<file path="config.mk">
export PLATFORM = sky130hd
export DESIGN_NAME = sdcfg_timing
export DESIGN_NICKNAME = d
export VERILOG_FILES = /design/src/hdl/sdcfg_pkg.sv /design/src/hdl/sdcfg_timing.sv
export VERILOG_INCLUDE_DIRS = /design/src /design/src/hdl
export SDC_FILE = /design/constraint.sdc
export NUM_CORES = 1
export LEC_CHECK = 0
export ABC_AREA = 1
export BUFFER_PORTS_ARGS = -buffer_cell sky130_fd_sc_hd__buf_2
export CORE_UTILIZATION = 45
export CTS_BUF_LIST = sky130_fd_sc_hd__clkbuf_8
export CTS_CLUSTER_SIZE = 8
export DETAILED_ROUTE_END_ITERATION = 12
export HOLD_SLACK_MARGIN = 0.15
export PLACE_DENSITY = 0.71
export SYNTH_ARGS = -nofsm -noshare
export SYNTH_HDL_FRONTEND = slang
export SYNTH_SLANG_ARGS = --single-unit
</file>
<file path="constraint.sdc">
create_clock -name CLOCK_I -period 4.62 [get_ports CLOCK_I]
set_input_delay 0.693 -clock CLOCK_I [delete_from_list [all_inputs] [get_ports CLOCK_I]]
set_output_delay 0.693 -clock CLOCK_I [all_outputs]
set_load 0.01 [all_outputs]
</file>
<file path="src/hdl/sdcfg_defs.svh">
`ifndef SDCFG_DEFS_SVH
`define SDCFG_DEFS_SVH

// Register byte offsets.
`define SDCFG_OFS_CONFIG   8'h08
`define SDCFG_OFS_TIMING0  8'h0c
`define SDCFG_OFS_TIMING1  8'h10
`define SDCFG_OFS_TIMING2  8'h14
`define SDCFG_OFS_LOWPOWER 8'h1c
`define SDCFG_OFS_MEMTYPE  8'h20
`define SDCFG_OFS_STATUS   8'h30
`define SDCFG_OFS_PROTECT  8'he4

// Reset values and implemented-bit masks.
`define SDCFG_RST_CONFIG   32'h0000_7024
`define SDCFG_MSK_CONFIG   32'h0005_73fc
`define SDCFG_RST_TIMING0  32'h2022_7225
`define SDCFG_MSK_TIMING0  32'hffff_ffff
`define SDCFG_RST_TIMING1  32'h03c8_0808
`define SDCFG_MSK_TIMING1  32'h0fff_ff1f
`define SDCFG_RST_TIMING2  32'h0000_2062
`define SDCFG_MSK_TIMING2  32'h0000_7fff
`define SDCFG_RST_LOWPOWER 32'h0001_0000
`define SDCFG_MSK_LOWPOWER 32'h0001_0000
`define SDCFG_RST_MEMTYPE  32'h0000_0000
`define SDCFG_MSK_MEMTYPE  32'h0000_0007
`define SDCFG_RST_PROTECT  32'h0000_0000
`define SDCFG_MSK_PROTECT  32'h0000_0001

// Configuration fields.
`define CFG_ROW_MSB   3
`define CFG_ROW_LSB   2
`define CFG_CAS_MSB   6
`define CFG_CAS_LSB   4
`define CFG_DLLRST    7
`define CFG_DRVIMP    8
`define CFG_DLLOFF    9
`define CFG_OCD_MSB   14
`define CFG_OCD_LSB   12
`define CFG_MASKSH    16
`define CFG_STOPBLK   18

// Timing 0 fields.
`define T0_RAS_MSB  3
`define T0_RAS_LSB  0
`define T0_RCD_MSB  7
`define T0_RCD_LSB  4
`define T0_WR_MSB   11
`define T0_WR_LSB   8
`define T0_RC_MSB   15
`define T0_RC_LSB   12
`define T0_RP_MSB   19
`define T0_RP_LSB   16
`define T0_RRD_MSB  23
`define T0_RRD_LSB  20
`define T0_WTR_MSB  26
`define T0_WTR_LSB  24
`define T0_SHORTWR  27
`define T0_MRD_MSB  31
`define T0_MRD_LSB  28

// Timing 1 fields.
`define T1_RFC_MSB  4
`define T1_RFC_LSB  0
`define T1_XSNR_MSB 15
`define T1_XSNR_LSB 8
`define T1_XSRD_MSB 23
`define T1_XSRD_LSB 16
`define T1_XP_MSB   27
`define T1_XP_LSB   24

// Timing 2 fields.
`define T2_XARD_MSB  3
`define T2_XARD_LSB  0
`define T2_XARDS_MSB 7
`define T2_XARDS_LSB 4
`define T2_RPA_MSB   11
`define T2_RPA_LSB   8
`define T2_RTP_MSB   14
`define T2_RTP_LSB   12

// Other control bits.
`define LP_APD_SLOW  16
`define PROT_ON      0

// Row bits and CAS codes.
`define ROW_BITS_BASE 4'hb
`define CAS_CODE_2    3'h2
`define CAS_CODE_3    3'h3

// Memory type codes.
`define MT_SDR    3'h0
`define MT_LPSDR  3'h1
`define MT_LPDDR  3'h3
`define MT_DDR2   3'h6

// Global counter indices.
`define G_RC   0
`define G_RP   1
`define G_RRD  2
`define G_WTR  3
`define G_MRD  4
`define G_RFC  5
`define G_XSNR 6
`define G_XSRD 7
`define G_XP   8
`define G_XARD 9
`define G_NUM  10

`endif

</file>
<file path="src/hdl/sdcfg_pkg.sv">
`default_nettype none

package sdcfg_pkg;

   typedef enum logic [3:0] {
      SDCFG_CMD_NOP,
      SDCFG_CMD_ACT,
      SDCFG_CMD_READ,
      SDCFG_CMD_WRITE,
      SDCFG_CMD_PRE,
      SDCFG_CMD_PRE_ALL,
      SDCFG_CMD_REFRESH,
      SDCFG_CMD_LOAD_MODE,
      SDCFG_CMD_BURST_STOP
   } sdcfg_cmd_e;

   typedef struct packed {
      logic [3:0] row_bits;
      logic [2:0] cas_code;
      logic       cas_legal;
      logic       dll_reset;
      logic       delay_loop_off;
      logic       driver_impedance_sel;
      logic [2:0] off_chip_driver;
      logic       mask_lines_shared;
      logic       cross_bank_stop_block;
   } sdcfg_cfg_s;

endpackage

`default_nettype wire

</file>
<file path="src/hdl/sdcfg_timing.sv">
// Contract
// - Row code selects 11 to 14 row bits.
// - CAS latency code resets to two cycles.
// - DLL reset and DLL disable bits exported.
// - Driver impedance bit selects normal or weak.
// - Mask sharing bit marks mask lines shared.
// - Optional ban on cross-bank burst stop.
// - Protected registers ignore writes while protected.
// - Activate to precharge spacing per bank.
// - Activate to read or write spacing.
// - Write recovery before precharging that bank.
// - Activate to refresh spacing.
// - Precharge or precharge-all blocks next command.
// - Activate to other bank spacing.
// - Write to read delay one to seven.
// - Mode load to activate or refresh spacing.
// - Refresh to activate or refresh spacing.
// - Self refresh exit waits before commands.
// - Power-down exit waits before any command.
// - Active power-down exit waits before read.
// - Read to precharge spacing per bank.
// - Exit speed bit picks fast or slow.
//
// Implementation choices: the register offsets and the address-and-strobe port.
`timescale 1ns/1ps
`include "sdcfg_defs.svh"
`default_nettype none

module sdcfg_timing
   import sdcfg_pkg::*;
#(
   parameter int NBANK = 4
) (
   // Clock, reset and enable
   input  wire logic             CLOCK_I,
   input  wire logic             RESETN_I,
   input  wire logic             CE_I,
   // Register port
   input  wire logic [7:0]       ADDR_I,
   input  wire logic [31:0]      WR_DATA_I,
   input  wire logic             WR_STB_I,
   input  wire logic             RD_STB_I,
   output logic      [31:0]      RD_DATA_O,
   // Command request
   input  wire logic             CMD_VALID_I,
   input  wire sdcfg_cmd_e       CMD_I,
   input  wire logic [$clog2(NBANK)-1:0] CMD_BANK_I,
   output logic                  CMD_READY_O,
   // Low-power exit events
   input  wire logic             EXIT_SELFREF_I,
   input  wire logic             EXIT_PWRDN_I,
   input  wire logic             PWRDN_ACTIVE_I,
   // Configuration out
   output sdcfg_cfg_s            CFG_O
);

   localparam int BW = $clog2(NBANK);

   logic [31:0] reg_config;
   logic [31:0] reg_timing0;
   logic [31:0] reg_timing1;
   logic [31:0] reg_timing2;
   logic [31:0] reg_lowpower;
   logic [31:0] reg_memtype;
   logic [31:0] reg_protect;
   logic [31:0] rd_data;
   sdcfg_cfg_s  cfg;

   logic [7:0]  gcnt [`G_NUM];
   logic [3:0]  ras_cnt [NBANK];
   logic [3:0]  rcd_cnt [NBANK];
   logic [3:0]  wr_cnt [NBANK];
   logic [3:0]  rtp_cnt [NBANK];
   logic [BW-1:0] last_act_bank;
   logic        act_seen;

   logic [`G_NUM-1:0] next_gset;
   logic [7:0]  next_gval [`G_NUM];
   logic        issue;
   logic        allowed;

   function automatic logic [7:0] load_of(input logic [7:0] n);
      load_of = (n == 8'h00) ? 8'h00 : n - 8'h01;
   endfunction

   function automatic logic [3:0] load4(input logic [3:0] n);
      load4 = (n == 4'h0) ? 4'h0 : n - 4'h1;
   endfunction

   // Timing fields.
   wire logic [3:0] act_to_pre_cycles       = reg_timing0[`T0_RAS_MSB:`T0_RAS_LSB];
   wire logic [3:0] row_to_col_cycles       = reg_timing0[`T0_RCD_MSB:`T0_RCD_LSB];
   wire logic [3:0] write_recovery_cycles   = reg_timing0[`T0_WR_MSB:`T0_WR_LSB];
   wire logic [3:0] act_to_refresh_cycles   = reg_timing0[`T0_RC_MSB:`T0_RC_LSB];
   wire logic [3:0] pre_to_cmd_cycles       = reg_timing0[`T0_RP_MSB:`T0_RP_LSB];
   wire logic [3:0] bank_to_bank_act_cycles = reg_timing0[`T0_RRD_MSB:`T0_RRD_LSB];
   wire logic [2:0] write_read_field        = reg_timing0[`T0_WTR_MSB:`T0_WTR_LSB];
   wire logic       short_write_read        = reg_timing0[`T0_SHORTWR];
   wire logic [3:0] modeload_to_cmd_cycles  = reg_timing0[`T0_MRD_MSB:`T0_MRD_LSB];
   wire logic [4:0] refresh_cycle_count     = reg_timing1[`T1_RFC_MSB:`T1_RFC_LSB];
   wire logic [7:0] selfref_exit_nonread    = reg_timing1[`T1_XSNR_MSB:`T1_XSNR_LSB];
   wire logic [7:0] selfref_exit_read       = reg_timing1[`T1_XSRD_MSB:`T1_XSRD_LSB];
   wire logic [3:0] powerdown_exit_cycles   = reg_timing1[`T1_XP_MSB:`T1_XP_LSB];
   wire logic [3:0] fast_exit_read_cycles   = reg_timing2[`T2_XARD_MSB:`T2_XARD_LSB];
   wire logic [3:0] slow_exit_read_cycles   = reg_timing2[`T2_XARDS_MSB:`T2_XARDS_LSB];
   wire logic [3:0] pre_all_cycles          = reg_timing2[`T2_RPA_MSB:`T2_RPA_LSB];
   wire logic [2:0] read_to_pre_cycles      = reg_timing2[`T2_RTP_MSB:`T2_RTP_LSB];
   wire logic       active_pd_exit_speed    = reg_lowpower[`LP_APD_SLOW];
   wire logic       write_protect_on        = reg_protect[`PROT_ON];

   wire logic [2:0] mem_type = reg_memtype[2:0];
   wire logic is_ddr2  = (mem_type == `MT_DDR2);
   wire logic is_lpddr = (mem_type == `MT_LPDDR);
   wire logic is_sdr_class = (mem_type == `MT_SDR) || (mem_type == `MT_LPSDR) || is_lpddr;

   // Protected registers: config and the three timing registers.
   always_ff @(posedge CLOCK_I) begin
      if (!RESETN_I) begin
         reg_config  <= `SDCFG_RST_CONFIG;
         reg_timing0 <= `SDCFG_RST_TIMING0;
         reg_timing1 <= `SDCFG_RST_TIMING1;
         reg_timing2 <= `SDCFG_RST_TIMING2;
      end else if (CE_I && WR_STB_I && !write_protect_on) begin
         case (ADDR_I)
            `SDCFG_OFS_CONFIG:  reg_config  <= WR_DATA_I & `SDCFG_MSK_CONFIG;
            `SDCFG_OFS_TIMING0: reg_timing0 <= WR_DATA_I & `SDCFG_MSK_TIMING0;
            `SDCFG_OFS_TIMING1: reg_timing1 <= WR_DATA_I & `SDCFG_MSK_TIMING1;
            `SDCFG_OFS_TIMING2: reg_timing2 <= WR_DATA_I & `SDCFG_MSK_TIMING2;
            default: ;
         endcase
      end
   end

   // Unprotected control registers.
   always_ff @(posedge CLOCK_I) begin
      if (!RESETN_I) begin
         reg_lowpower <= `SDCFG_RST_LOWPOWER;
         reg_memtype  <= `SDCFG_RST_MEMTYPE;
         reg_protect  <= `SDCFG_RST_PROTECT;
      end else if (CE_I && WR_STB_I) begin
         case (ADDR_I)
            `SDCFG_OFS_LOWPOWER: reg_lowpower <= WR_DATA_I & `SDCFG_MSK_LOWPOWER;
            `SDCFG_OFS_MEMTYPE:  reg_memtype  <= WR_DATA_I & `SDCFG_MSK_MEMTYPE;
            `SDCFG_OFS_PROTECT:  reg_protect  <= WR_DATA_I & `SDCFG_MSK_PROTECT;
            default: ;
         endcase
      end
   end

   // Busy view of every shared counter and of the bank counters of banks 0 to 3 only, for software and debug.
   logic [31:0] status_word;
   always_comb begin
      status_word = 32'h0000_0000;
      for (int g = 0; g < `G_NUM; g++) begin
         status_word[g] = (gcnt[g] != 8'h00);
      end
      for (int b = 0; b < NBANK && b < 4; b++) begin
         status_word[16 + b]  = (ras_cnt[b] != 4'h0);
         status_word[20 + b]  = (rcd_cnt[b] != 4'h0);
         status_word[24 + b]  = (wr_cnt[b] != 4'h0);
         status_word[28 + b]  = (rtp_cnt[b] != 4'h0);
      end
   end

   // Read data stand only in the cycle after the strobe; unmapped reads give zero.
   always_ff @(posedge CLOCK_I) begin
      if (!RESETN_I) begin
         rd_data <= 32'h0000_0000;
      end else if (CE_I) begin
         rd_data <= 32'h0000_0000;
         if (RD_STB_I) begin
            case (ADDR_I)
               `SDCFG_OFS_CONFIG:   rd_data <= reg_config;
               `SDCFG_OFS_TIMING0:  rd_data <= reg_timing0;
               `SDCFG_OFS_TIMING1:  rd_data <= reg_timing1;
               `SDCFG_OFS_TIMING2:  rd_data <= reg_timing2;
               `SDCFG_OFS_LOWPOWER: rd_data <= reg_lowpower;
               `SDCFG_OFS_MEMTYPE:  rd_data <= reg_memtype;
               `SDCFG_OFS_PROTECT:  rd_data <= reg_protect;
               `SDCFG_OFS_STATUS:   rd_data <= status_word;
               default:             rd_data <= 32'h0000_0000;
            endcase
         end
      end
   end
   assign RD_DATA_O = rd_data;

   // Geometry and power-up options, registered so the outputs come from flops.
   always_ff @(posedge CLOCK_I) begin
      if (!RESETN_I) begin
         cfg <= '0;
      end else if (CE_I) begin
         cfg.row_bits <= `ROW_BITS_BASE + {2'b00, reg_config[`CFG_ROW_MSB:`CFG_ROW_LSB]};
         cfg.cas_code <= reg_config[`CFG_CAS_MSB:`CFG_CAS_LSB];
         // Reserved CAS codes are flagged, not corrected; the code is software's to get right.
         cfg.cas_legal <= (reg_config[`CFG_CAS_MSB:`CFG_CAS_LSB] == `CAS_CODE_3) ||
                          (!is_ddr2 && reg_config[`CFG_CAS_MSB:`CFG_CAS_LSB] == `CAS_CODE_2);
         cfg.dll_reset <= reg_config[`CFG_DLLRST];
         cfg.delay_loop_off <= reg_config[`CFG_DLLOFF];
         cfg.driver_impedance_sel <= reg_config[`CFG_DRVIMP];
         cfg.off_chip_driver <= reg_config[`CFG_OCD_MSB:`CFG_OCD_LSB];
         cfg.mask_lines_shared <= reg_config[`CFG_MASKSH];
         cfg.cross_bank_stop_block <= reg_config[`CFG_STOPBLK];
      end
   end
   assign CFG_O = cfg;

   // Write to read delay in cycles.
   logic [2:0] wtr_cycles;
   always_comb begin
      if (is_lpddr && short_write_read && write_read_field == 3'h0 &&
          reg_config[`CFG_CAS_MSB:`CFG_CAS_LSB] == `CAS_CODE_2) begin
         wtr_cycles = 3'h0;
      end else if (is_lpddr) begin
         wtr_cycles = {2'b00, write_read_field[0]} + 3'h1;
      end else begin
         wtr_cycles = (write_read_field == 3'h0) ? 3'h1 : write_read_field;
      end
   end

   wire logic xsnr_busy = (gcnt[`G_XSNR] != 8'h00);
   wire logic all_busy  = (gcnt[`G_RP] != 8'h00) || (gcnt[`G_XP] != 8'h00);

   // Whether the requested command may go now.
   always_comb begin
      allowed = 1'b0;
      case (CMD_I)
         SDCFG_CMD_NOP: allowed = 1'b1;
         SDCFG_CMD_ACT: allowed = !xsnr_busy && (gcnt[`G_MRD] == 8'h00) &&
                                  (gcnt[`G_RFC] == 8'h00) &&
                                  ((gcnt[`G_RRD] == 8'h00) || CMD_BANK_I == last_act_bank);
         SDCFG_CMD_READ: allowed = (rcd_cnt[CMD_BANK_I] == 4'h0) &&
                                   (gcnt[`G_WTR] == 8'h00) &&
                                   (gcnt[`G_XSRD] == 8'h00) &&
                                   (gcnt[`G_XARD] == 8'h00);
         SDCFG_CMD_WRITE: allowed = !xsnr_busy && (rcd_cnt[CMD_BANK_I] == 4'h0);
         SDCFG_CMD_PRE: allowed = !xsnr_busy && (ras_cnt[CMD_BANK_I] == 4'h0) &&
                                  (wr_cnt[CMD_BANK_I] == 4'h0) &&
                                  (rtp_cnt[CMD_BANK_I] == 4'h0);
         SDCFG_CMD_PRE_ALL: begin
            allowed = !xsnr_busy;
            for (int b = 0; b < NBANK; b++) begin
               if (ras_cnt[b] != 4'h0 || wr_cnt[b] != 4'h0 || rtp_cnt[b] != 4'h0) begin
                  allowed = 1'b0;
               end
            end
         end
         SDCFG_CMD_REFRESH: allowed = !xsnr_busy && (gcnt[`G_RC] == 8'h00) &&
                                      (gcnt[`G_MRD] == 8'h00) &&
                                      (gcnt[`G_RFC] == 8'h00);
         SDCFG_CMD_LOAD_MODE: allowed = !xsnr_busy;
         SDCFG_CMD_BURST_STOP: allowed = !(cfg.cross_bank_stop_block && is_sdr_class &&
                                           act_seen && CMD_BANK_I != last_act_bank);
         default: allowed = 1'b0;
      endcase
      if (all_busy) begin
         allowed = 1'b0;
      end
   end

   assign CMD_READY_O = CMD_VALID_I && allowed;
   assign issue = CE_I && CMD_READY_O;

   // Loads for the shared counters; a count N lets the next command go N cycles later.
   always_comb begin
      next_gset = '0;
      for (int g = 0; g < `G_NUM; g++) begin
         next_gval[g] = 8'h00;
      end
      if (issue) begin
         case (CMD_I)
            SDCFG_CMD_ACT: begin
               next_gset[`G_RC]  = 1'b1;
               next_gval[`G_RC]  = load_of({4'h0, act_to_refresh_cycles});
               next_gset[`G_RRD] = 1'b1;
               next_gval[`G_RRD] = load_of({4'h0, bank_to_bank_act_cycles});
            end
            SDCFG_CMD_WRITE: begin
               next_gset[`G_WTR] = 1'b1;
               next_gval[`G_WTR] = load_of({5'h00, wtr_cycles});
            end
            SDCFG_CMD_PRE: begin
               next_gset[`G_RP] = 1'b1;
               next_gval[`G_RP] = load_of({4'h0, pre_to_cmd_cycles});
            end
            SDCFG_CMD_PRE_ALL: begin
               next_gset[`G_RP] = 1'b1;
               next_gval[`G_RP] = load_of({4'h0, is_ddr2 ? pre_all_cycles : pre_to_cmd_cycles});
            end
            SDCFG_CMD_REFRESH: begin
               next_gset[`G_RFC] = 1'b1;
               next_gval[`G_RFC] = load_of({3'h0, refresh_cycle_count});
            end
            SDCFG_CMD_LOAD_MODE: begin
               next_gset[`G_MRD] = 1'b1;
               next_gval[`G_MRD] = load_of({4'h0, modeload_to_cmd_cycles});
            end
            default: ;
         endcase
      end
      if (CE_I && EXIT_SELFREF_I) begin
         next_gset[`G_XSNR] = 1'b1;
         next_gval[`G_XSNR] = load_of(selfref_exit_nonread);
         next_gset[`G_XSRD] = 1'b1;
         next_gval[`G_XSRD] = (is_ddr2 || is_lpddr) ? load_of(selfref_exit_read) : 8'h00;
      end
      if (CE_I && EXIT_PWRDN_I) begin
         next_gset[`G_XP] = 1'b1;
         next_gval[`G_XP] = (is_ddr2 || is_lpddr) ?
                            load_of({4'h0, powerdown_exit_cycles}) : 8'h00;
         next_gset[`G_XARD] = 1'b1;
         next_gval[`G_XARD] = (is_ddr2 && PWRDN_ACTIVE_I) ?
                              load_of({4'h0, active_pd_exit_speed ? slow_exit_read_cycles
                                                                  : fast_exit_read_cycles})
                              : 8'h00;
      end
   end

   // Shared down-counters: a load takes priority over the count in the same cycle.
   generate
      for (genvar g = 0; g < `G_NUM; g++) begin : g_global
         always_ff @(posedge CLOCK_I) begin
            if (!RESETN_I) begin
               gcnt[g] <= 8'h00;
            end else if (CE_I) begin
               if (next_gset[g]) begin
                  gcnt[g] <= next_gval[g];
               end else if (gcnt[g] != 8'h00) begin
                  gcnt[g] <= gcnt[g] - 8'h01;
               end
            end
         end
      end
   endgenerate

   // Per-bank down-counters.
   generate
      for (genvar b = 0; b < NBANK; b++) begin : g_bank
         wire logic hit = issue && (CMD_BANK_I == BW'(b));
         always_ff @(posedge CLOCK_I) begin
            if (!RESETN_I) begin
               ras_cnt[b] <= 4'h0;
               rcd_cnt[b] <= 4'h0;
               wr_cnt[b]  <= 4'h0;
               rtp_cnt[b] <= 4'h0;
            end else if (CE_I) begin
               if (hit && CMD_I == SDCFG_CMD_ACT) begin
                  ras_cnt[b] <= load4(act_to_pre_cycles);
                  rcd_cnt[b] <= load4(row_to_col_cycles);
               end else begin
                  ras_cnt[b] <= (ras_cnt[b] != 4'h0) ? ras_cnt[b] - 4'h1 : 4'h0;
                  rcd_cnt[b] <= (rcd_cnt[b] != 4'h0) ? rcd_cnt[b] - 4'h1 : 4'h0;
               end
               if (hit && CMD_I == SDCFG_CMD_WRITE) begin
                  // A zero field still costs one cycle of recovery.
                  wr_cnt[b] <= load4((write_recovery_cycles == 4'h0) ? 4'h1
                                                                     : write_recovery_cycles);
               end else begin
                  wr_cnt[b] <= (wr_cnt[b] != 4'h0) ? wr_cnt[b] - 4'h1 : 4'h0;
               end
               if (hit && CMD_I == SDCFG_CMD_READ) begin
                  rtp_cnt[b] <= load4({1'b0, read_to_pre_cycles});
               end else begin
                  rtp_cnt[b] <= (rtp_cnt[b] != 4'h0) ? rtp_cnt[b] - 4'h1 : 4'h0;
               end
            end
         end
      end
   endgenerate

   // Last activated bank, for the bank-to-bank and burst-stop checks.
   always_ff @(posedge CLOCK_I) begin
      if (!RESETN_I) begin
         last_act_bank <= '0;
         act_seen      <= 1'b0;
      end else if (issue && CMD_I == SDCFG_CMD_ACT) begin
         last_act_bank <= CMD_BANK_I;
         act_seen      <= 1'b1;
      end
   end

endmodule // sdcfg_timing

`default_nettype wire

</file>
==> impl_metrics.csv <==
group,metric,value,unit
outcome,status,"completed",
setup_path,cp-startpoint,"gcnt[6][0]",
synth,synth_top_family_by_area,"simple AND/OR/NAND/NOR gates",
power,powerDensity,332,mW/mm2
final_layout,drive_gt1_share,10.8,%
power,peakVddDrop,0.193,mV
synth,ys_ff_latch,285,
job,maxCapViolCount,0,
detailed_routing,drt-pass1-iter-count,6,
final_layout,final_nets,2157,
synth,synth_compound_area_share,16.2,%
clock_network,cts_setup_buffers,0,
setup_path,path_cells,"inv_1, ha_1, nand3_1, nor2_1, nand3_1, nor2_1, and2_1, nor2_4, a21oi_2, buf_2",
grt,gr-usage-all-layers,25.8,%
final_layout,multi_input_area,0.00699,mm2
synth,synth_mux_area_share,0,%
place,dp_hpwl,33800,um
setup_path,cp_top_family,"simple AND/OR/NAND/NOR gates",
timing,hold_ws,349,ps
setup_path,cp-start-kind,"flip-flop",
clock_network,clock-sinks,285,
synth,syn_avg_cell_area,7.76,um2
clock_network,cts_buffers,47,
grt,grt-ovfl-total,0,
timing,fin_crit_sh,76.9,%
floorplanning,rows,67,
setup_path,crit_path_end,"CMD_READY_O",
grt,grt_pass1_vias,13418,
synth,ys_seq_area_share,46.6,%
synth,synth_simple_gate_area_share,24.3,%
clock_network,clk_path_buf_depth,3,
synth,synth_xor_area_share,3.43,%
synth,yosysTopAreaCell,"edfxtp_1",
min_path,hp-class,"input pin to flip-flop",
final_layout,ff_latch_area,0.00715,mm2
floorplanning,io_pins,104,
detailed_routing,drtIter0Drc,1356,
setup_path,max_stage_delay,500,ps
final_layout,final.fill_count,3243,
detailed_routing,viasPerCell,5.55,
clock_network,clk-insertion-delay-late,600,ps
timing,clock_skew,41.4,ps
setup_path,cp.depth,10,
timing,rsz0062_at_grt,"false",
detailed_routing,ant_nets,0,
setup_path,r2r_cells,12,
power,p_leak,7.40,nW
timing,fmax,281,MHz
timing,finalSetupViolCount,0,
setup_path,crit_required,3930,ps
clock_network,cts_resized,0,
floorplanning,start_util,45.7,%
floorplanning,die_area,0.0348,mm2
setup_path,crit_fanout,5,
synth,synthAdderAreaFrac,1.71,%
floorplanning,die_y,187,um
grt,grt_max_degree,163,
grt,grt_pass1_wl,71400,um
final_layout,area_delta_synth_final,12.2,%
clock_network,path_clk_slew,60,ps
timing,period_needed,3550,ps
setup_path,r2r_setup_slack,1310,ps
place,gp_congestion,0.935,
timing,relSlewSlack,20.8,%
detailed_routing,num_vias,14261,
timing,slew_viol_final,0,
detailed_routing,finalWirelength,45500,um
clock_network,cts_max_level,2,
detailed_routing,drc,0,
grt,antenna_found_initial,2,
synth,ys_warn_count,0,
synth,synth_top_area_share,28.2,%
synth,synth_area,0.0153,mm2
setup_path,arrival,2860,ps
setup_path,r2r_start,"gcnt[6][0]",
setup_path,path_class,"flip-flop to output port",
setup_path,endpoint_kind,"output port",
clock_network,cts_root_buf,"clkbuf_8",
setup_path,slowest_stage,"nor2_1",
setup_path,crit_buf_inv,2,
synth,netlist_instances,1974,
timing,tightest_slew,1190,ps
floorplanning,core_area,0.0335,mm2
detailed_routing,wl_per_cell,17.7,um
floorplanning,die_w,187,um
clock_network,cts_tree,"built",
timing,finalHoldViolCount,0,
synth,synthTopCellsByArea,"edfxtp_1 28%, dfxtp_1 18%, nand2_1 8.6%",
synth,yosysUniqueCellTypes,53,
place,port_buffers,103,
timing,finalSetupTns,0,ps
setup_path,r2r-end,"gcnt[4][5]",
clock_network,holdBufCountCts,0,
synth,syn-num-nets,2050,
## routing by layer
metal	share of wire (%)	vias to the layer above	GRT usage, %
met5	0	-	0
met1	42	6630	33.9
met2	44	605	40.6
met3	8.6	131	4.74
li1	-	6895	-
met4	5.0	0	13.2
## registers in the layout, indices dropped and copies added, names as in the netlist, 25 cells and up
name,cells
reg_timing1,25
reg_timing0,32
RD_DATA_O,32
gcnt,80
## logic make-up (layout without fill, tap and decap cells)
group,count (synthesis),after routing
adder cells (fa/ha/maj),21,21
XOR/XNOR,60,60
flip-flops,285,285
buffers and inverters,312,457
other,0,1
AND/OR/NAND/NOR,852,852
AO/OA/AOI/OAI,444,444
## synth_stat cells, drive strengths merged
master,n
nand2,360
nor2,266
inv,252
o21ai,226
edfxtp,144
dfxtp,141
nand3,134
a21oi,110
clkbuf,50
o22ai,46
nand4,41
xor2,39
nor3,30
o211ai,23
ha,21
xnor2,21
a221oi,11
buf,9
a211oi,6
or2,6
o32ai,5
or3,4
a21boi,3
and2,3
nand3b,3
nor4,3
o21a,3
o31ai,3
a31oi,2
nor3b,2
o221ai,2
a2111oi,1
clkinv,1
o2111ai,1
o21bai,1
o2bb2ai,1
## power breakdown
part	switching, mW	total (mW)	leakage, nW	internal (mW)
Combinational	0.450	0.659	4.14	0.208
Clock	1.05	2.16	0.557	1.11
Sequential	0.0828	2.88	2.70	2.80
## cell type report
cell class	instances	share of cell area (%)
Antenna cell	1	0.0146
Clock buffer	53	4.24
Clock inverter	34	1.03
Inverter	253	5.52
Timing Repair Buffer	117	3.70
Tap cell	448	3.26
Sequential cell	285	41.6
Multi-Input combinational cell	1377	40.7
## through the flow
stage               total power, mW  area, um2  util (%)  setup slack (ps)  std cells
finish                         5.70      17200      51.3              1070       2568
detailed placement             3.58      16300      48.6              1090       2480
global placement               3.55      16300      48.6              1170       2480
CTS                            5.72      17200      51.3              1100       2567
floorplan                      3.37      15300         -              1530       1974
global route                   5.94      17200      51.3               886       2568
## cell usage in the layout, fill, tap and decap left out, drive strengths merged
cell     instances
bufinv           1
nor3b            2
ha              21
o2bb2ai          1
o21a             3
o211ai          23
nand3b           3
nand2          360
nor3            30
o31ai            3
a221oi          11
o21ai          226
and2             3
a21boi           3
a211oi           6
o221ai           2
clkinv           7
nand3          134
o2111ai          1
or2              6
a2111oi          1
nor2           266
xor2            39
a31oi            2
clkbuf          53
buf            117
o22ai           46
diode            1
edfxtp         144
dfxtp          141
a21oi          110
nor4             3
o21bai           1
or3              4
inv            279
xnor2           21
o32ai            5
nand4           41
## worst reg2reg max path, stage by stage (launching register included)
cell,delay (ps)
edfxtp_1,380
inv_1,90
ha_1,180
nand3_1,90
nor2_1,500
nand3_1,210
nor2_1,110
and2_1,180
nor2_4,70
a21oi_2,240
nand4_1,280
nand2_1,270
nand3_1,330
## how the worst min path moves through the flow
stage	endpoint	from	cells after the start	slack (ps)
after floorplan	CFG_O[12]	reg_config[2]	1	430
after global placement	CFG_O[15]	CFG_O[15]	2	430
after detailed placement	CFG_O[15]	CFG_O[15]	2	430
after CTS	reg_timing1[25]	WR_DATA_I[25]	3	320
after global routing	reg_timing1[25]	WR_DATA_I[25]	3	340
final	reg_timing1[22]	WR_DATA_I[22]	3	350
Power figures use the tool's default switching activity.
